`src/irtl_cfg.svh`:
```
`ifndef IRTL_CFG_SVH
`define IRTL_CFG_SVH

// Register byte addresses.
`define IRTL_ADDR_CTRL     8'h00
`define IRTL_ADDR_CARRIER  8'h04
`define IRTL_ADDR_TXDATA   8'h08
`define IRTL_ADDR_STATUS   8'h0c
`define IRTL_ADDR_LDUR     8'h10
`define IRTL_ADDR_LCARR    8'h14

// Control field positions.
`define IRTL_CTRL_TXEN     0
`define IRTL_CTRL_SRC_LO   1
`define IRTL_CTRL_SRC_HI   2
`define IRTL_CTRL_MOD      3
`define IRTL_CTRL_PBIT     4
`define IRTL_CTRL_LEN      5
`define IRTL_CTRL_LMOD     6
`define IRTL_CTRL_W        7

// Descriptor and status fields.
`define IRTL_DESC_STATE    15
`define IRTL_STAT_UNDER    3
`define IRTL_STAT_LEVEL    8

// Reset values.
`define IRTL_CTRL_RST      7'h00
`define IRTL_CARRIER_RST   16'h0149

// Timing.
`define IRTL_CLK_PERIOD_NS 40
`define IRTL_TICK_NS       1000
`define IRTL_TICK_CYC      (`IRTL_TICK_NS / `IRTL_CLK_PERIOD_NS)
`define IRTL_CARR_MIN_KHZ  10
`define IRTL_CARR_MAX_KHZ  500
`define IRTL_CARR_MAX_CYC  (1000000 / (`IRTL_CARR_MIN_KHZ * `IRTL_CLK_PERIOD_NS))
`define IRTL_CARR_MIN_CYC  ((1000000 + `IRTL_CARR_MAX_KHZ * `IRTL_CLK_PERIOD_NS - 1) \
                            / (`IRTL_CARR_MAX_KHZ * `IRTL_CLK_PERIOD_NS))
`define IRTL_DUR_MAX       15'h7fff

`endif

```
`src/irtl_pkg.sv`:
```
`default_nettype none
package irtl_pkg;
    typedef enum logic [1:0] {
        SRC_FIFO,
        SRC_BIT,
        SRC_UART
    } irtl_src_t;
    typedef enum logic {
        TX_IDLE,
        TX_PLAY
    } irtl_tx_state_t;
endpackage
`default_nettype wire

```
`src/irtl_fifo_if.sv`:
```
`timescale 1ns/1ps
`default_nettype none
interface irtl_fifo_if #(parameter int W = 16) ();
    logic         wr_valid;
    logic         wr_ready;
    logic [W-1:0] wr_data;
    logic         rd_valid;
    logic         rd_ready;
    logic [W-1:0] rd_data;
    modport fifo (input wr_valid, wr_data, rd_ready, output wr_ready, rd_valid, rd_data);
    modport user (output wr_valid, wr_data, rd_ready, input wr_ready, rd_valid, rd_data);
endinterface
`default_nettype wire

```
`src/irtl_fifo.sv`:
```
`timescale 1ns/1ps
`default_nettype none
module irtl_fifo #(
    parameter int W     = 16,
    parameter int DEPTH = 16,
    localparam int AW   = $clog2(DEPTH)
) (
    // Clock and reset
    input  wire logic    clk_i,
    input  wire logic    rst_i,
    // Queue ports
    irtl_fifo_if.fifo    port,
    output logic [AW:0]  level_o
);
    if (DEPTH < 2 || (DEPTH & (DEPTH - 1)) != 0) begin : g_bad_depth
        $error("irtl_fifo depth must be a power of two of at least two");
    end

    logic [W-1:0] mem_reg [DEPTH];
    logic [AW:0]  wr_ptr_reg;
    logic [AW:0]  rd_ptr_reg;

    wire logic full_w  = (wr_ptr_reg ^ rd_ptr_reg) == {1'b1, {AW{1'b0}}};
    wire logic empty_w = wr_ptr_reg == rd_ptr_reg;
    wire logic push_w  = port.wr_valid & ~full_w;
    wire logic pop_w   = port.rd_ready & ~empty_w;

    assign port.wr_ready = ~full_w;
    assign port.rd_valid = ~empty_w;
    assign port.rd_data  = mem_reg[rd_ptr_reg[AW-1:0]];
    assign level_o       = wr_ptr_reg - rd_ptr_reg;

    for (genvar i = 0; i < DEPTH; i++) begin : g_entry
        always_ff @(posedge clk_i) begin
            if (push_w && wr_ptr_reg[AW-1:0] == AW'(i)) begin
                mem_reg[i] <= port.wr_data;
            end
        end
    end

    always_ff @(posedge clk_i) begin
        if (rst_i) begin
            wr_ptr_reg <= '0;
            rd_ptr_reg <= '0;
        end else begin
            if (push_w) begin
                wr_ptr_reg <= wr_ptr_reg + 1'b1;
            end
            if (pop_w) begin
                rd_ptr_reg <= rd_ptr_reg + 1'b1;
            end
        end
    end
endmodule // irtl_fifo
`default_nettype wire

```
`src/irtl_top.sv`:
```
// What this block does
// [RQ1] Transmit output is carrier-modulated or plain on/off, chosen by a control bit.
// [RQ2] In modulated mode the carrier is gated into every on interval.
// [RQ3] Waveform source is queued descriptors, a programmable bit, or the UART transmitter.
// [RQ4] A descriptor holds an on/off state for exactly 1 to 32767 microseconds.
// [RQ5] Descriptors play from the FIFO in order, back to back without gaps.
// [RQ6] Firmware must keep the FIFO fed so it never runs empty mid-transmission.
// [RQ7] Learning detects both modulated and unmodulated incoming signals.
// [RQ8] Incoming carrier period is measured for carriers from 10 kHz to 500 kHz.
// [RQ9] Each present and absent interval of the input is timed and reported.
// [RQ10] Learning durations use the free-running microsecond tick us_tick; transmit times descriptors with its own phase counter sub_reg instead.
`include "irtl_cfg.svh"
`timescale 1ns/1ps
`default_nettype none
module irtl_top #(
    parameter int FIFO_DEPTH = 16,
    parameter int LOSS_CYC   = 2 * `IRTL_CARR_MAX_CYC
) (
    // Clock and reset
    input  wire logic        clk_i,
    input  wire logic        rst_i,
    // Wishbone slave
    input  wire logic        cyc_i,
    input  wire logic        stb_i,
    input  wire logic        we_i,
    input  wire logic [7:0]  adr_i,
    input  wire logic [3:0]  sel_i,
    input  wire logic [31:0] dat_i,
    output logic      [31:0] dat_o,
    output logic             ack_o,
    // Infrared and UART pins
    input  wire logic        uart_txd_i,
    input  wire logic        ir_rx_i,
    output logic             infrared_transmit_path_o
);
    localparam int TC = `IRTL_TICK_CYC;
    localparam int LW = $clog2(FIFO_DEPTH) + 1;

    if (TC < 2 || TC > 255 || LOSS_CYC <= `IRTL_CARR_MAX_CYC || LOSS_CYC > 8191) begin : g_bad
        $error("irtl_top timing parameters out of range");
    end

    irtl_fifo_if #(.W(16)) fq ();
    logic [LW-1:0] fifo_level;

    irtl_fifo #(
        .W     (16),
        .DEPTH (FIFO_DEPTH)
    ) u_fifo (
        .clk_i   (clk_i),
        .rst_i   (rst_i),
        .port    (fq.fifo),
        .level_o (fifo_level)
    );

    logic                     ack_reg;
    logic [31:0]              dat_reg;
    logic [`IRTL_CTRL_W-1:0]  ctrl_reg;
    logic [15:0]              half_reg;
    logic [7:0]               div_reg;
    irtl_pkg::irtl_tx_state_t tx_state_reg;
    logic                     tx_lvl_reg;
    logic [14:0]              rem_reg;
    logic [7:0]               sub_reg;
    logic                     under_reg;
    logic [15:0]              carr_cnt_reg;
    logic                     carr_reg;
    logic                     infrared_transmit_path_reg;
    logic                     rx_d_reg;
    logic [15:0]              per_reg;
    logic [12:0]              loss_reg;
    logic [15:0]              lcar_reg;
    logic                     lcar_ok_reg;
    logic                     pres_reg;
    logic [14:0]              ldur_cnt_reg;
    logic [15:0]              ldur_reg;
    logic                     lvalid_reg;
    logic                     lovf_reg;

    // Register bus decode. A descriptor write waits for room, which stalls the master.
    wire logic sel_ctrl  = adr_i == `IRTL_ADDR_CTRL;
    wire logic sel_carr  = adr_i == `IRTL_ADDR_CARRIER;
    wire logic sel_txd   = adr_i == `IRTL_ADDR_TXDATA;
    wire logic sel_stat  = adr_i == `IRTL_ADDR_STATUS;
    wire logic sel_ldur  = adr_i == `IRTL_ADDR_LDUR;
    wire logic sel_lcar  = adr_i == `IRTL_ADDR_LCARR;
    wire logic req_w     = cyc_i & stb_i & ~ack_reg;
    wire logic push_w    = req_w & we_i & sel_txd & (&sel_i[1:0]);
    wire logic take_w    = req_w & (~push_w | fq.wr_ready);
    wire logic wr_w      = take_w & we_i;
    wire logic rd_w      = take_w & ~we_i;
    wire logic pop_ldur  = rd_w & sel_ldur;
    wire logic clr_under = wr_w & sel_stat & sel_i[0] & dat_i[`IRTL_STAT_UNDER];

    assign fq.wr_valid = push_w;
    assign fq.wr_data  = dat_i[15:0];

    wire logic [31:0] stat_w = (32'(fifo_level) << `IRTL_STAT_LEVEL)
                             | {26'h0, lovf_reg, lvalid_reg, under_reg,
                                tx_state_reg == irtl_pkg::TX_PLAY, ~fq.wr_ready, ~fq.rd_valid};
    wire logic [31:0] rdata_w = sel_ctrl ? {25'h0, ctrl_reg}
                              : sel_carr ? {16'h0, half_reg}
                              : sel_stat ? stat_w
                              : sel_ldur ? {16'h0, ldur_reg}
                              : sel_lcar ? {15'h0, lcar_ok_reg, lcar_reg}
                              : 32'h0;

    assign ack_o = ack_reg;
    assign dat_o = dat_reg;

    always_ff @(posedge clk_i) begin
        if (rst_i) begin
            ack_reg <= 1'b0;
            dat_reg <= 32'h0;
        end else begin
            ack_reg <= take_w;
            if (rd_w) begin
                dat_reg <= rdata_w;
            end
        end
    end

    always_ff @(posedge clk_i) begin
        if (rst_i) begin
            ctrl_reg <= `IRTL_CTRL_RST;
            half_reg <= `IRTL_CARRIER_RST;
        end else begin
            if (wr_w && sel_ctrl && sel_i[0]) begin
                ctrl_reg <= dat_i[`IRTL_CTRL_W-1:0];
            end
            if (wr_w && sel_carr && sel_i[0]) begin
                half_reg[7:0] <= dat_i[7:0];
            end
            if (wr_w && sel_carr && sel_i[1]) begin
                half_reg[15:8] <= dat_i[15:8];
            end
        end
    end

    wire logic tx_en  = ctrl_reg[`IRTL_CTRL_TXEN];
    wire logic mod_en = ctrl_reg[`IRTL_CTRL_MOD];
    wire logic pbit   = ctrl_reg[`IRTL_CTRL_PBIT];
    wire logic len    = ctrl_reg[`IRTL_CTRL_LEN];
    wire logic lmod   = ctrl_reg[`IRTL_CTRL_LMOD];
    wire irtl_pkg::irtl_src_t src_w =
        irtl_pkg::irtl_src_t'(ctrl_reg[`IRTL_CTRL_SRC_HI:`IRTL_CTRL_SRC_LO]);

    // One microsecond tick for the learning timers.
    wire logic us_tick = div_reg == 8'(TC - 1);

    always_ff @(posedge clk_i) begin
        if (rst_i || us_tick) begin
            div_reg <= 8'h00;
        end else begin
            div_reg <= div_reg + 8'h01;
        end
    end

    // Descriptor playback. The engine keeps its own phase so each descriptor lasts
    // exactly its count of whole microseconds, one for a zero count, whatever the free tick phase is.
    wire logic playing = tx_state_reg == irtl_pkg::TX_PLAY;
    wire logic tx_src  = tx_en & (src_w == irtl_pkg::SRC_FIFO);
    wire logic sub_end = sub_reg == 8'(TC - 1); // see [RQ10]
    wire logic fin_w   = playing & sub_end & (rem_reg == 15'h0001); // see [RQ4]
    wire logic load_w  = tx_src & fq.rd_valid & (~playing | fin_w); // see [RQ5]
    wire logic [14:0] dur_w = fq.rd_data[14:0];

    assign fq.rd_ready = load_w;

    always_ff @(posedge clk_i) begin
        if (rst_i) begin
            tx_state_reg <= irtl_pkg::TX_IDLE;
            tx_lvl_reg   <= 1'b0;
            rem_reg      <= 15'h0000;
            sub_reg      <= 8'h00;
        end else if (load_w) begin
            tx_state_reg <= irtl_pkg::TX_PLAY;
            tx_lvl_reg   <= fq.rd_data[`IRTL_DESC_STATE]; // see [RQ4]
            rem_reg      <= (dur_w == 15'h0000) ? 15'h0001 : dur_w;
            sub_reg      <= 8'h00;
        end else if (fin_w || (playing && !tx_src)) begin
            tx_state_reg <= irtl_pkg::TX_IDLE;
            tx_lvl_reg   <= 1'b0;
        end else if (playing) begin
            sub_reg <= sub_end ? 8'h00 : sub_reg + 8'h01;
            if (sub_end) begin
                rem_reg <= rem_reg - 15'h0001; // see [RQ4]
            end
        end
    end

    // Running dry at the end of a descriptor is flagged; a new event beats the clear.
    always_ff @(posedge clk_i) begin
        if (rst_i) begin
            under_reg <= 1'b0;
        end else if (fin_w && tx_src && !fq.rd_valid) begin
            under_reg <= 1'b1; // see [RQ6]
        end else if (clr_under) begin
            under_reg <= 1'b0;
        end
    end

    // Envelope from the selected source; the UART line is taken as on while low.
    wire logic env_w = tx_en & ( (src_w == irtl_pkg::SRC_FIFO) ? (playing & tx_lvl_reg)
                               : (src_w == irtl_pkg::SRC_BIT)  ? pbit
                               : (src_w == irtl_pkg::SRC_UART) ? ~uart_txd_i
                               : 1'b0); // see [RQ3]

    // The carrier restarts high at each on interval so every burst begins with a full half cycle.
    wire logic carr_wrap = ({1'b0, carr_cnt_reg} + 17'h00001) >= {1'b0, half_reg};

    always_ff @(posedge clk_i) begin
        if (rst_i || !env_w) begin
            carr_cnt_reg <= 16'h0000;
            carr_reg     <= 1'b1;
        end else if (carr_wrap) begin
            carr_cnt_reg <= 16'h0000;
            carr_reg     <= ~carr_reg; // see [RQ2]
        end else begin
            carr_cnt_reg <= carr_cnt_reg + 16'h0001;
        end
    end

    always_ff @(posedge clk_i) begin
        if (rst_i) begin
            infrared_transmit_path_reg <= 1'b0;
        end else begin
            infrared_transmit_path_reg <= env_w & (mod_en ? carr_reg : 1'b1); // see [RQ1]
        end
    end

    assign infrared_transmit_path_o = infrared_transmit_path_reg;

    // Learning: carrier period between rising edges, presence, interval timing.
    wire logic rise_w   = ir_rx_i & ~rx_d_reg;
    wire logic per_ok   = per_reg >= 16'(`IRTL_CARR_MIN_CYC) && per_reg <= 16'(`IRTL_CARR_MAX_CYC);
    wire logic pres_mod = loss_reg < 13'(LOSS_CYC);
    wire logic pres_w   = lmod ? pres_mod : ir_rx_i; // see [RQ7]
    wire logic edge_w   = len & (pres_w != pres_reg);

    always_ff @(posedge clk_i) begin
        if (rst_i) begin
            rx_d_reg    <= 1'b0;
            per_reg     <= 16'hffff;
            loss_reg    <= 13'(LOSS_CYC);
            lcar_reg    <= 16'h0000;
            lcar_ok_reg <= 1'b0;
        end else begin
            rx_d_reg <= ir_rx_i;
            if (rise_w) begin
                per_reg  <= 16'h0001;
                loss_reg <= 13'h0000;
                if (per_ok) begin
                    lcar_reg    <= per_reg; // see [RQ8]
                    lcar_ok_reg <= 1'b1;
                end
            end else begin
                per_reg  <= (per_reg == 16'hffff) ? per_reg : per_reg + 16'h0001;
                loss_reg <= pres_mod ? loss_reg + 13'h0001 : loss_reg;
            end
        end
    end

    // In modulated mode presence ends one loss window after the last edge, so each
    // present interval reads long and the following absent one short by that window.
    always_ff @(posedge clk_i) begin
        if (rst_i) begin
            pres_reg     <= 1'b0;
            ldur_cnt_reg <= 15'h0000;
            ldur_reg     <= 16'h0000;
            lvalid_reg   <= 1'b0;
            lovf_reg     <= 1'b0;
        end else begin
            if (!len || edge_w) begin
                pres_reg     <= pres_w;
                ldur_cnt_reg <= 15'h0000;
            end else if (us_tick && ldur_cnt_reg != `IRTL_DUR_MAX) begin
                ldur_cnt_reg <= ldur_cnt_reg + 15'h0001; // see [RQ10]
            end
            if (edge_w) begin
                ldur_reg   <= {pres_reg, ldur_cnt_reg}; // see [RQ9]
                lvalid_reg <= 1'b1;
                if (lvalid_reg && !pop_ldur) begin
                    lovf_reg <= 1'b1;
                end
            end else if (pop_ldur) begin
                lvalid_reg <= 1'b0;
            end
            if (wr_w && sel_stat && sel_i[0] && dat_i[5]) begin
                lovf_reg <= edge_w & lvalid_reg & ~pop_ldur;
            end
        end
    end
endmodule // irtl_top
`default_nettype wire

```
`config.mk`:
```
export PLATFORM = sky130hd
export DESIGN_NAME = irtl_top
export DESIGN_NICKNAME = d
export VERILOG_FILES = /design/src/irtl_pkg.sv /design/src/irtl_fifo_if.sv /design/src/irtl_fifo.sv /design/src/irtl_top.sv
export VERILOG_INCLUDE_DIRS = /design/src
export SDC_FILE = /design/constraint.sdc
export NUM_CORES = 1
export LEC_CHECK = 0
export BUFFER_PORTS_ARGS = -buffer_cell sky130_fd_sc_hd__buf_2
export CORE_MARGIN = 2
export CORE_UTILIZATION = 25
export DETAILED_ROUTE_END_ITERATION = 10
export SETUP_SLACK_MARGIN = 0.1
export SLEW_MARGIN = 20
export SYNTH_ARGS = -nofsm -noshare
export SYNTH_HDL_FRONTEND = slang
export SYNTH_SLANG_ARGS = --single-unit
```
`constraint.sdc`:
```
create_clock -name clk_i -period 5.8 [get_ports clk_i]
set_clock_uncertainty 0.15 [all_clocks]
set_input_delay 0.87 -clock clk_i [delete_from_list [all_inputs] [get_ports clk_i]]
set_output_delay 0.87 -clock clk_i [all_outputs]
set_load 0.1 [all_outputs]
```
Word-level counts from Yosys, hierarchy flattened
Memories as Yosys holds them, arrays and structs flattened. A register that Yosys moved wholly into a read port is not among the register bits.
Cells that the tools add are included.
{"block": "classes", "n_addsub": 11, "order_cmp": 4, "n_eq_ne": 32, "mux": 109, "bitwise_logic": 41, "n_reduce_logical": 74}
{"cell": "$mux W16", "count": 17}
{"cell": "$reduce_or A16 Y1", "count": 15}
{"cell": "$mux W17", "count": 5}
{"cell": "$mux W15", "count": 5}
{"cell": "$mux W4", "count": 17}
{"cell": "$mux W1", "count": 62}
{"cell": "$add A16 B1 Y16 const B", "count": 2}
{"cell": "$eq A4 B4 Y1 const B", "count": 8}
{"cell": "$eq A8 B5 Y1 const B", "count": 4}
{"cell": "$logic_and A1 B1 Y1", "count": 30}
{"cell": "$and A1 B1 Y1", "count": 26}
{"cell": "$mux W13", "count": 2}
{"cell": "$add A16 B1 Y17 const B", "count": 1}
{"cell": "$ge A17 B16 Y1", "count": 1}
{"cell": "$add A8 B1 Y8 const B", "count": 2}
{"cell": "$eq A16 B16 Y1 const B", "count": 1}
{"cell": "$eq A4 B3 Y1 const B", "count": 4}
{"cell": "$eq A8 B4 Y1 const B", "count": 2}
{"cell": "$ge A16 B6 Y1 const B", "count": 1}
{"cell": "$le A16 B12 Y1 const B", "count": 1}
{"cell": "$reduce_bool A2 Y1", "count": 8}
{"cell": "$add A15 B1 Y15 const B", "count": 1}
{"cell": "$eq A15 B1 Y1 const B", "count": 1}
{"cell": "$logic_not A15 Y1", "count": 1}
{"cell": "29 further kinds", "count": 54}
{"block": "totals", "regBits": 199, "ram_bits": 256, "in_bits": 51, "output_inout_bits": 34, "elab_cells": 300, "mem_count": 1}
{"name": "u_fifo.mem_reg", "words": 16, "width": 16, "read_ports": 1, "rd_clocked_by_memory_dff": 1, "write_ports": 1, "line_no": "irtl_fifo.sv:19", "text": "logic [W-1:0] mem_reg [DEPTH];"}

Depth between registers and ports, before layout
{"block": "logic_depth", "word_depth": 25, "mapped_depth": 15}

Cells and area by module
Synthesis repeated with hierarchy kept, for this count alone.
{"block": "hier_totals", "cells_unflattened": 1471, "area_unflattened_um2": 18851.8}
{"mod": "irtl_fifo", "instances": 1, "cells_per_inst": 499, "area_each_um2": 10450.0}
{"mod": "irtl_top", "instances": 1, "cells_per_inst": 972, "area_each_um2": 8401.8}

Least setup slack after synthesis
No wires, ideal clock.
{"block": "synth_path", "kind": "input port to flip-flop", "from": "in adr_i[0]", "to": "mem u_fifo.mem_reg[3][0] (enable)", "setup_time_ns": 0.409, "arrival_ns": 3.340, "required_time_ns": 5.241, "path_slack_ns": 1.901, "path_stages": 5, "path_buffers": 0, "path_cell_list": "nor4_2 -> nand3_2 -> nor4_2 -> nand2_2 -> nor3_1"}
{"block": "synth_via", "elab_chain_len": 23, "elab_cells_between_ends": 97}
{"item": "start, declared", "line_no": "irtl_top.sv:26", "text": "input wire logic [7:0] adr_i,"}
{"item": "$eq A8 B4 Y1 (no line) *"}
{"item": "$and A1 B1 Y1 * (2 in series)", "line_no": "irtl_top.sv:88", "text": "wire logic push_w = req_w & we_i & sel_txd & (&sel_i[1:0]);"}
{"item": "$and A1 B1 Y1 *", "line_no": "irtl_fifo.sv:25", "text": "wire logic push_w = port.wr_valid & ~full_w;"}
{"item": "$logic_and A1 B1 Y1", "line_no": "irtl_fifo.sv:35", "text": "if (push_w && wr_ptr_reg[AW-1:0] == AW'(i)) begin"}
{"item": "$mux W1", "line_no": "irtl_fifo.sv:35"}
{"item": "$mux W1 (implied by the code)", "line_no": "irtl_fifo.sv:36", "text": "mem_reg[i] <= port.wr_data;"}
{"item": "$reduce_or A16 Y1 (no line)"}
{"item": "$mux W4 (no line) or $mux W1 (tied branches) (15 in series)"}
{"item": "end, declared", "line_no": "irtl_fifo.sv:19"}
Every way passes the cells marked *; elsewhere a longest branch is shown, timed or not.

Final worst setup path
{"block": "layout_path", "from": "in adr_i[0]", "to": "mem u_fifo.mem_reg[8][7] (enable)"}
The elaborated chain is that of the path after synthesis.

==> flow_summary.ini <==
[sta]
maxSlewViolCount = 0
tns_ns = 0
finalCriticalPeriod_ns = 3.74
slew_headroom_pct = 31.9
finalCritPeriodShare_pct = 64.5
setup_viol = 0
tightest_slew_ns = 1.02
rsz0062_at_grt = no
clock.fmax_mhz = 267
finalHoldViolations = 0

[global_routing]
grt_util_met2_pct = 19.3
antenna_found_initial = 6
grtUsageTotal_pct = 11.4
use_met1_pct = 14.3
grt_pass1_vias = 11800
grt_max_degree = 73
grt.met3_usage_pct = 1.84
grt-busiest-layer = met2
grt_pass1_wl_mm = 68.7
overflow = 0

[route]
wire_per_inst_um = 17.6
ant_nets = 0
drc_errors = 0
dr.pass1.iters = 5
drt_iter0_markers = 781
routed_wl_mm = 44.3
vias_per_cell = 4.65
dr_total_vias = 11700

[critical_path]
cp-start-kind = input pin
arrival_ns = 3.76
crit_path_end_kind = flip-flop
reg2reg_to = carr_cnt_reg[9]
reg2regPathDepth = 12
worstPathMaxFanout = 16
cp-startpoint = adr_i[0]
critPathRequiredTime_ns = 5.82
crit_path_end = u_fifo.mem_reg[8][7]
path_class = input pin to flip-flop
timing.rr.start = carr_cnt_reg[0]
reg2reg_setup_slack_ns = 2.07

[clocking]
cts_setup_buffers = 0
cts_buffer_depth = 3
cts_tree = built
cts_resized = 0
cts_sinks = 444
cts-buffers-inserted = 43
clk_latency_ns = 0.56
path_clk_slew_ns = 0.06
hold_buffers = 0
root_buffer = clkbuf_16
cts_htree_levels = 2

[floorplan]
io-pin-count = 85
fp.dieH_um = 278
dieArea_um2 = 77500
start_util_pct = 25.3
die_x_um = 278
rows = 100
core_um2 = 74400

[min_path]
min_from = lcar_ok_reg
hold_path.class = flip-flop to flip-flop

[place]
gp_congestion = 0.813
placed_cell_area_um2 = 20100
dpl.cell_count = 2434
io_buffers = 51
post-dp-hpwl_mm = 29.7

[synth]
synth.avg_cell_area_um2 = 12.9
synth_edf_count = 256
yosysTopAreaCellShare_pct = 40.8
yosys.area.top_type = edfxtp_1
synth.distinct_cells = 75
ys_seq_elements = 444
synthCells = 1461
netlist_area_um2 = 18800
synth_area_leaders = edfxtp_1 41%, dfxtp_1 20%, mux4_2 6.9%
synth.yosys.seq_area_share_pct = 60.8
ys.flop_type = edfxtp_1
synth_most_common_cell = edfxtp_1
synth_async_sr_flop_share_pct = 0
synth.cells.most_frequent = 256 x edfxtp_1, 188 x dfxtp_1, 151 x nor2_1
ys_warn_count = 0

[cells_and_area]
stdcell_count = 2513
multi_input_area_um2 = 6880
nFillCells = 7387
largest_register_ffs = 256
seqCellArea_um2 = 11500
fin_nets = 1598
layout-drive-gt1-share_pct = 15.2
syn2layout_area_growth_pct = 15.1
fin_area_um2 = 21700

[run_status]
status = finished, final reports clean

[job]
drv_cap = 0

[power_and_ir_drop]
p_per_area_nw_per_um2 = 309
ir_drop_mv = 0.224
power_leakage_nw = 7.23
## where the power goes
group	internal, mW	leakage (nW)	total (mW)	switching (mW)
Clock	1.86	0.746	3.06	1.20
Sequential	3.35	3.83	3.38	0.0321
Combinational	0.0554	2.66	0.256	0.201
Total	5.27	7.23	6.70	1.43
## worst max-delay path, cell delays in order
cell and delay (ns):
buf_2 0.11, nor4_2 0.56, nand3_2 0.29, nor4_2 0.76
nand2_1 0.30, nor2_2 0.86
## cell families (layout without fill, tap and decap cells)
| logic type | Yosys count | after routing | synth area share, % |
|---|---|---|---|
| xor+xnor | 81 | 81 | 3.81 |
| buf+inv | 122 | 190 | 3.08 |
| fa+ha+maj | 37 | 37 | 2.50 |
| mux | 115 | 115 | 10.7 |
| flops | 444 | 444 | 60.8 |
| compound gates | 195 | 195 | 6.77 |
| other cells | 1 | 16 | 0.0199 |
| simple gates | 466 | 466 | 12.3 |
## stage by stage
step	util [%]	hold slack [ns]	setup slack (ns)	power, mW
2_1_floorplan	-	0.276	1.90	3.63
3_3_place_gp	27.0	0.286	1.47	3.70
3_5_place_dp	27.0	0.287	1.39	3.71
4_1_cts	29.1	0.296	1.73	6.78
5_1_grt	29.1	0.306	1.71	6.91
6_report	29.1	0.298	2.06	6.70
## final cells by class
cell class	count	area share, %
antenna	1	0.0115
tap	969	5.60
clock buffer	53	5.28
sequential	444	52.9
multi-input combinational	909	31.7
clock inverter	25	1.89
timing repair buffer	73	1.95
inverter	39	0.676
## layout by cell type, fill, tap and decap left out, types with 11 or more instances in the layout
cell type | Yosys | final
a211oi_1 | 17 | 17
clkbuf_16 | 0 | 43
nand4_1 | 19 | 19
buf_4 | 20 | 23
dfxtp_1 | 188 | 186
buf_2 | 12 | 50
and3_1 | 26 | 26
conb_1 | 1 | 15
or3_1 | 13 | 13
mux4_2 | 58 | 58
nor2_1 | 151 | 148
a22oi_1 | 32 | 32
edfxtp_1 | 256 | 256
ha_1 | 36 | 36
nand3_1 | 58 | 58
nand2_1 | 95 | 95
nor3_1 | 19 | 15
mux2i_1 | 49 | 49
xnor2_1 | 32 | 32
inv_1 | 39 | 39
o21ai_0 | 43 | 43
nor2b_1 | 25 | 24
a21oi_1 | 46 | 46
xor2_1 | 48 | 48
and2_1 | 11 | 11
## per-layer routing
metal  up-vias  part of all wire (%)
li1       5499                     -
met4         8                   3.8
met2       296                    48
met3        76                   4.7
met1      5813                    43
met5         -                  0.10
## how the worst min path moves through the flow
stage / endpoint / slack, ns / cells after the start
5_1_grt: lcar_ok_reg / 0.31 / 2
3_5_place_dp: lcar_ok_reg / 0.29 / 2
6_report: lcar_ok_reg / 0.30 / 2
3_3_place_gp: lcar_ok_reg / 0.29 / 2
4_1_cts: lcar_ok_reg / 0.30 / 2
2_1_floorplan: lcar_ok_reg / 0.28 / 2
(Power assumes the default switching activity.)
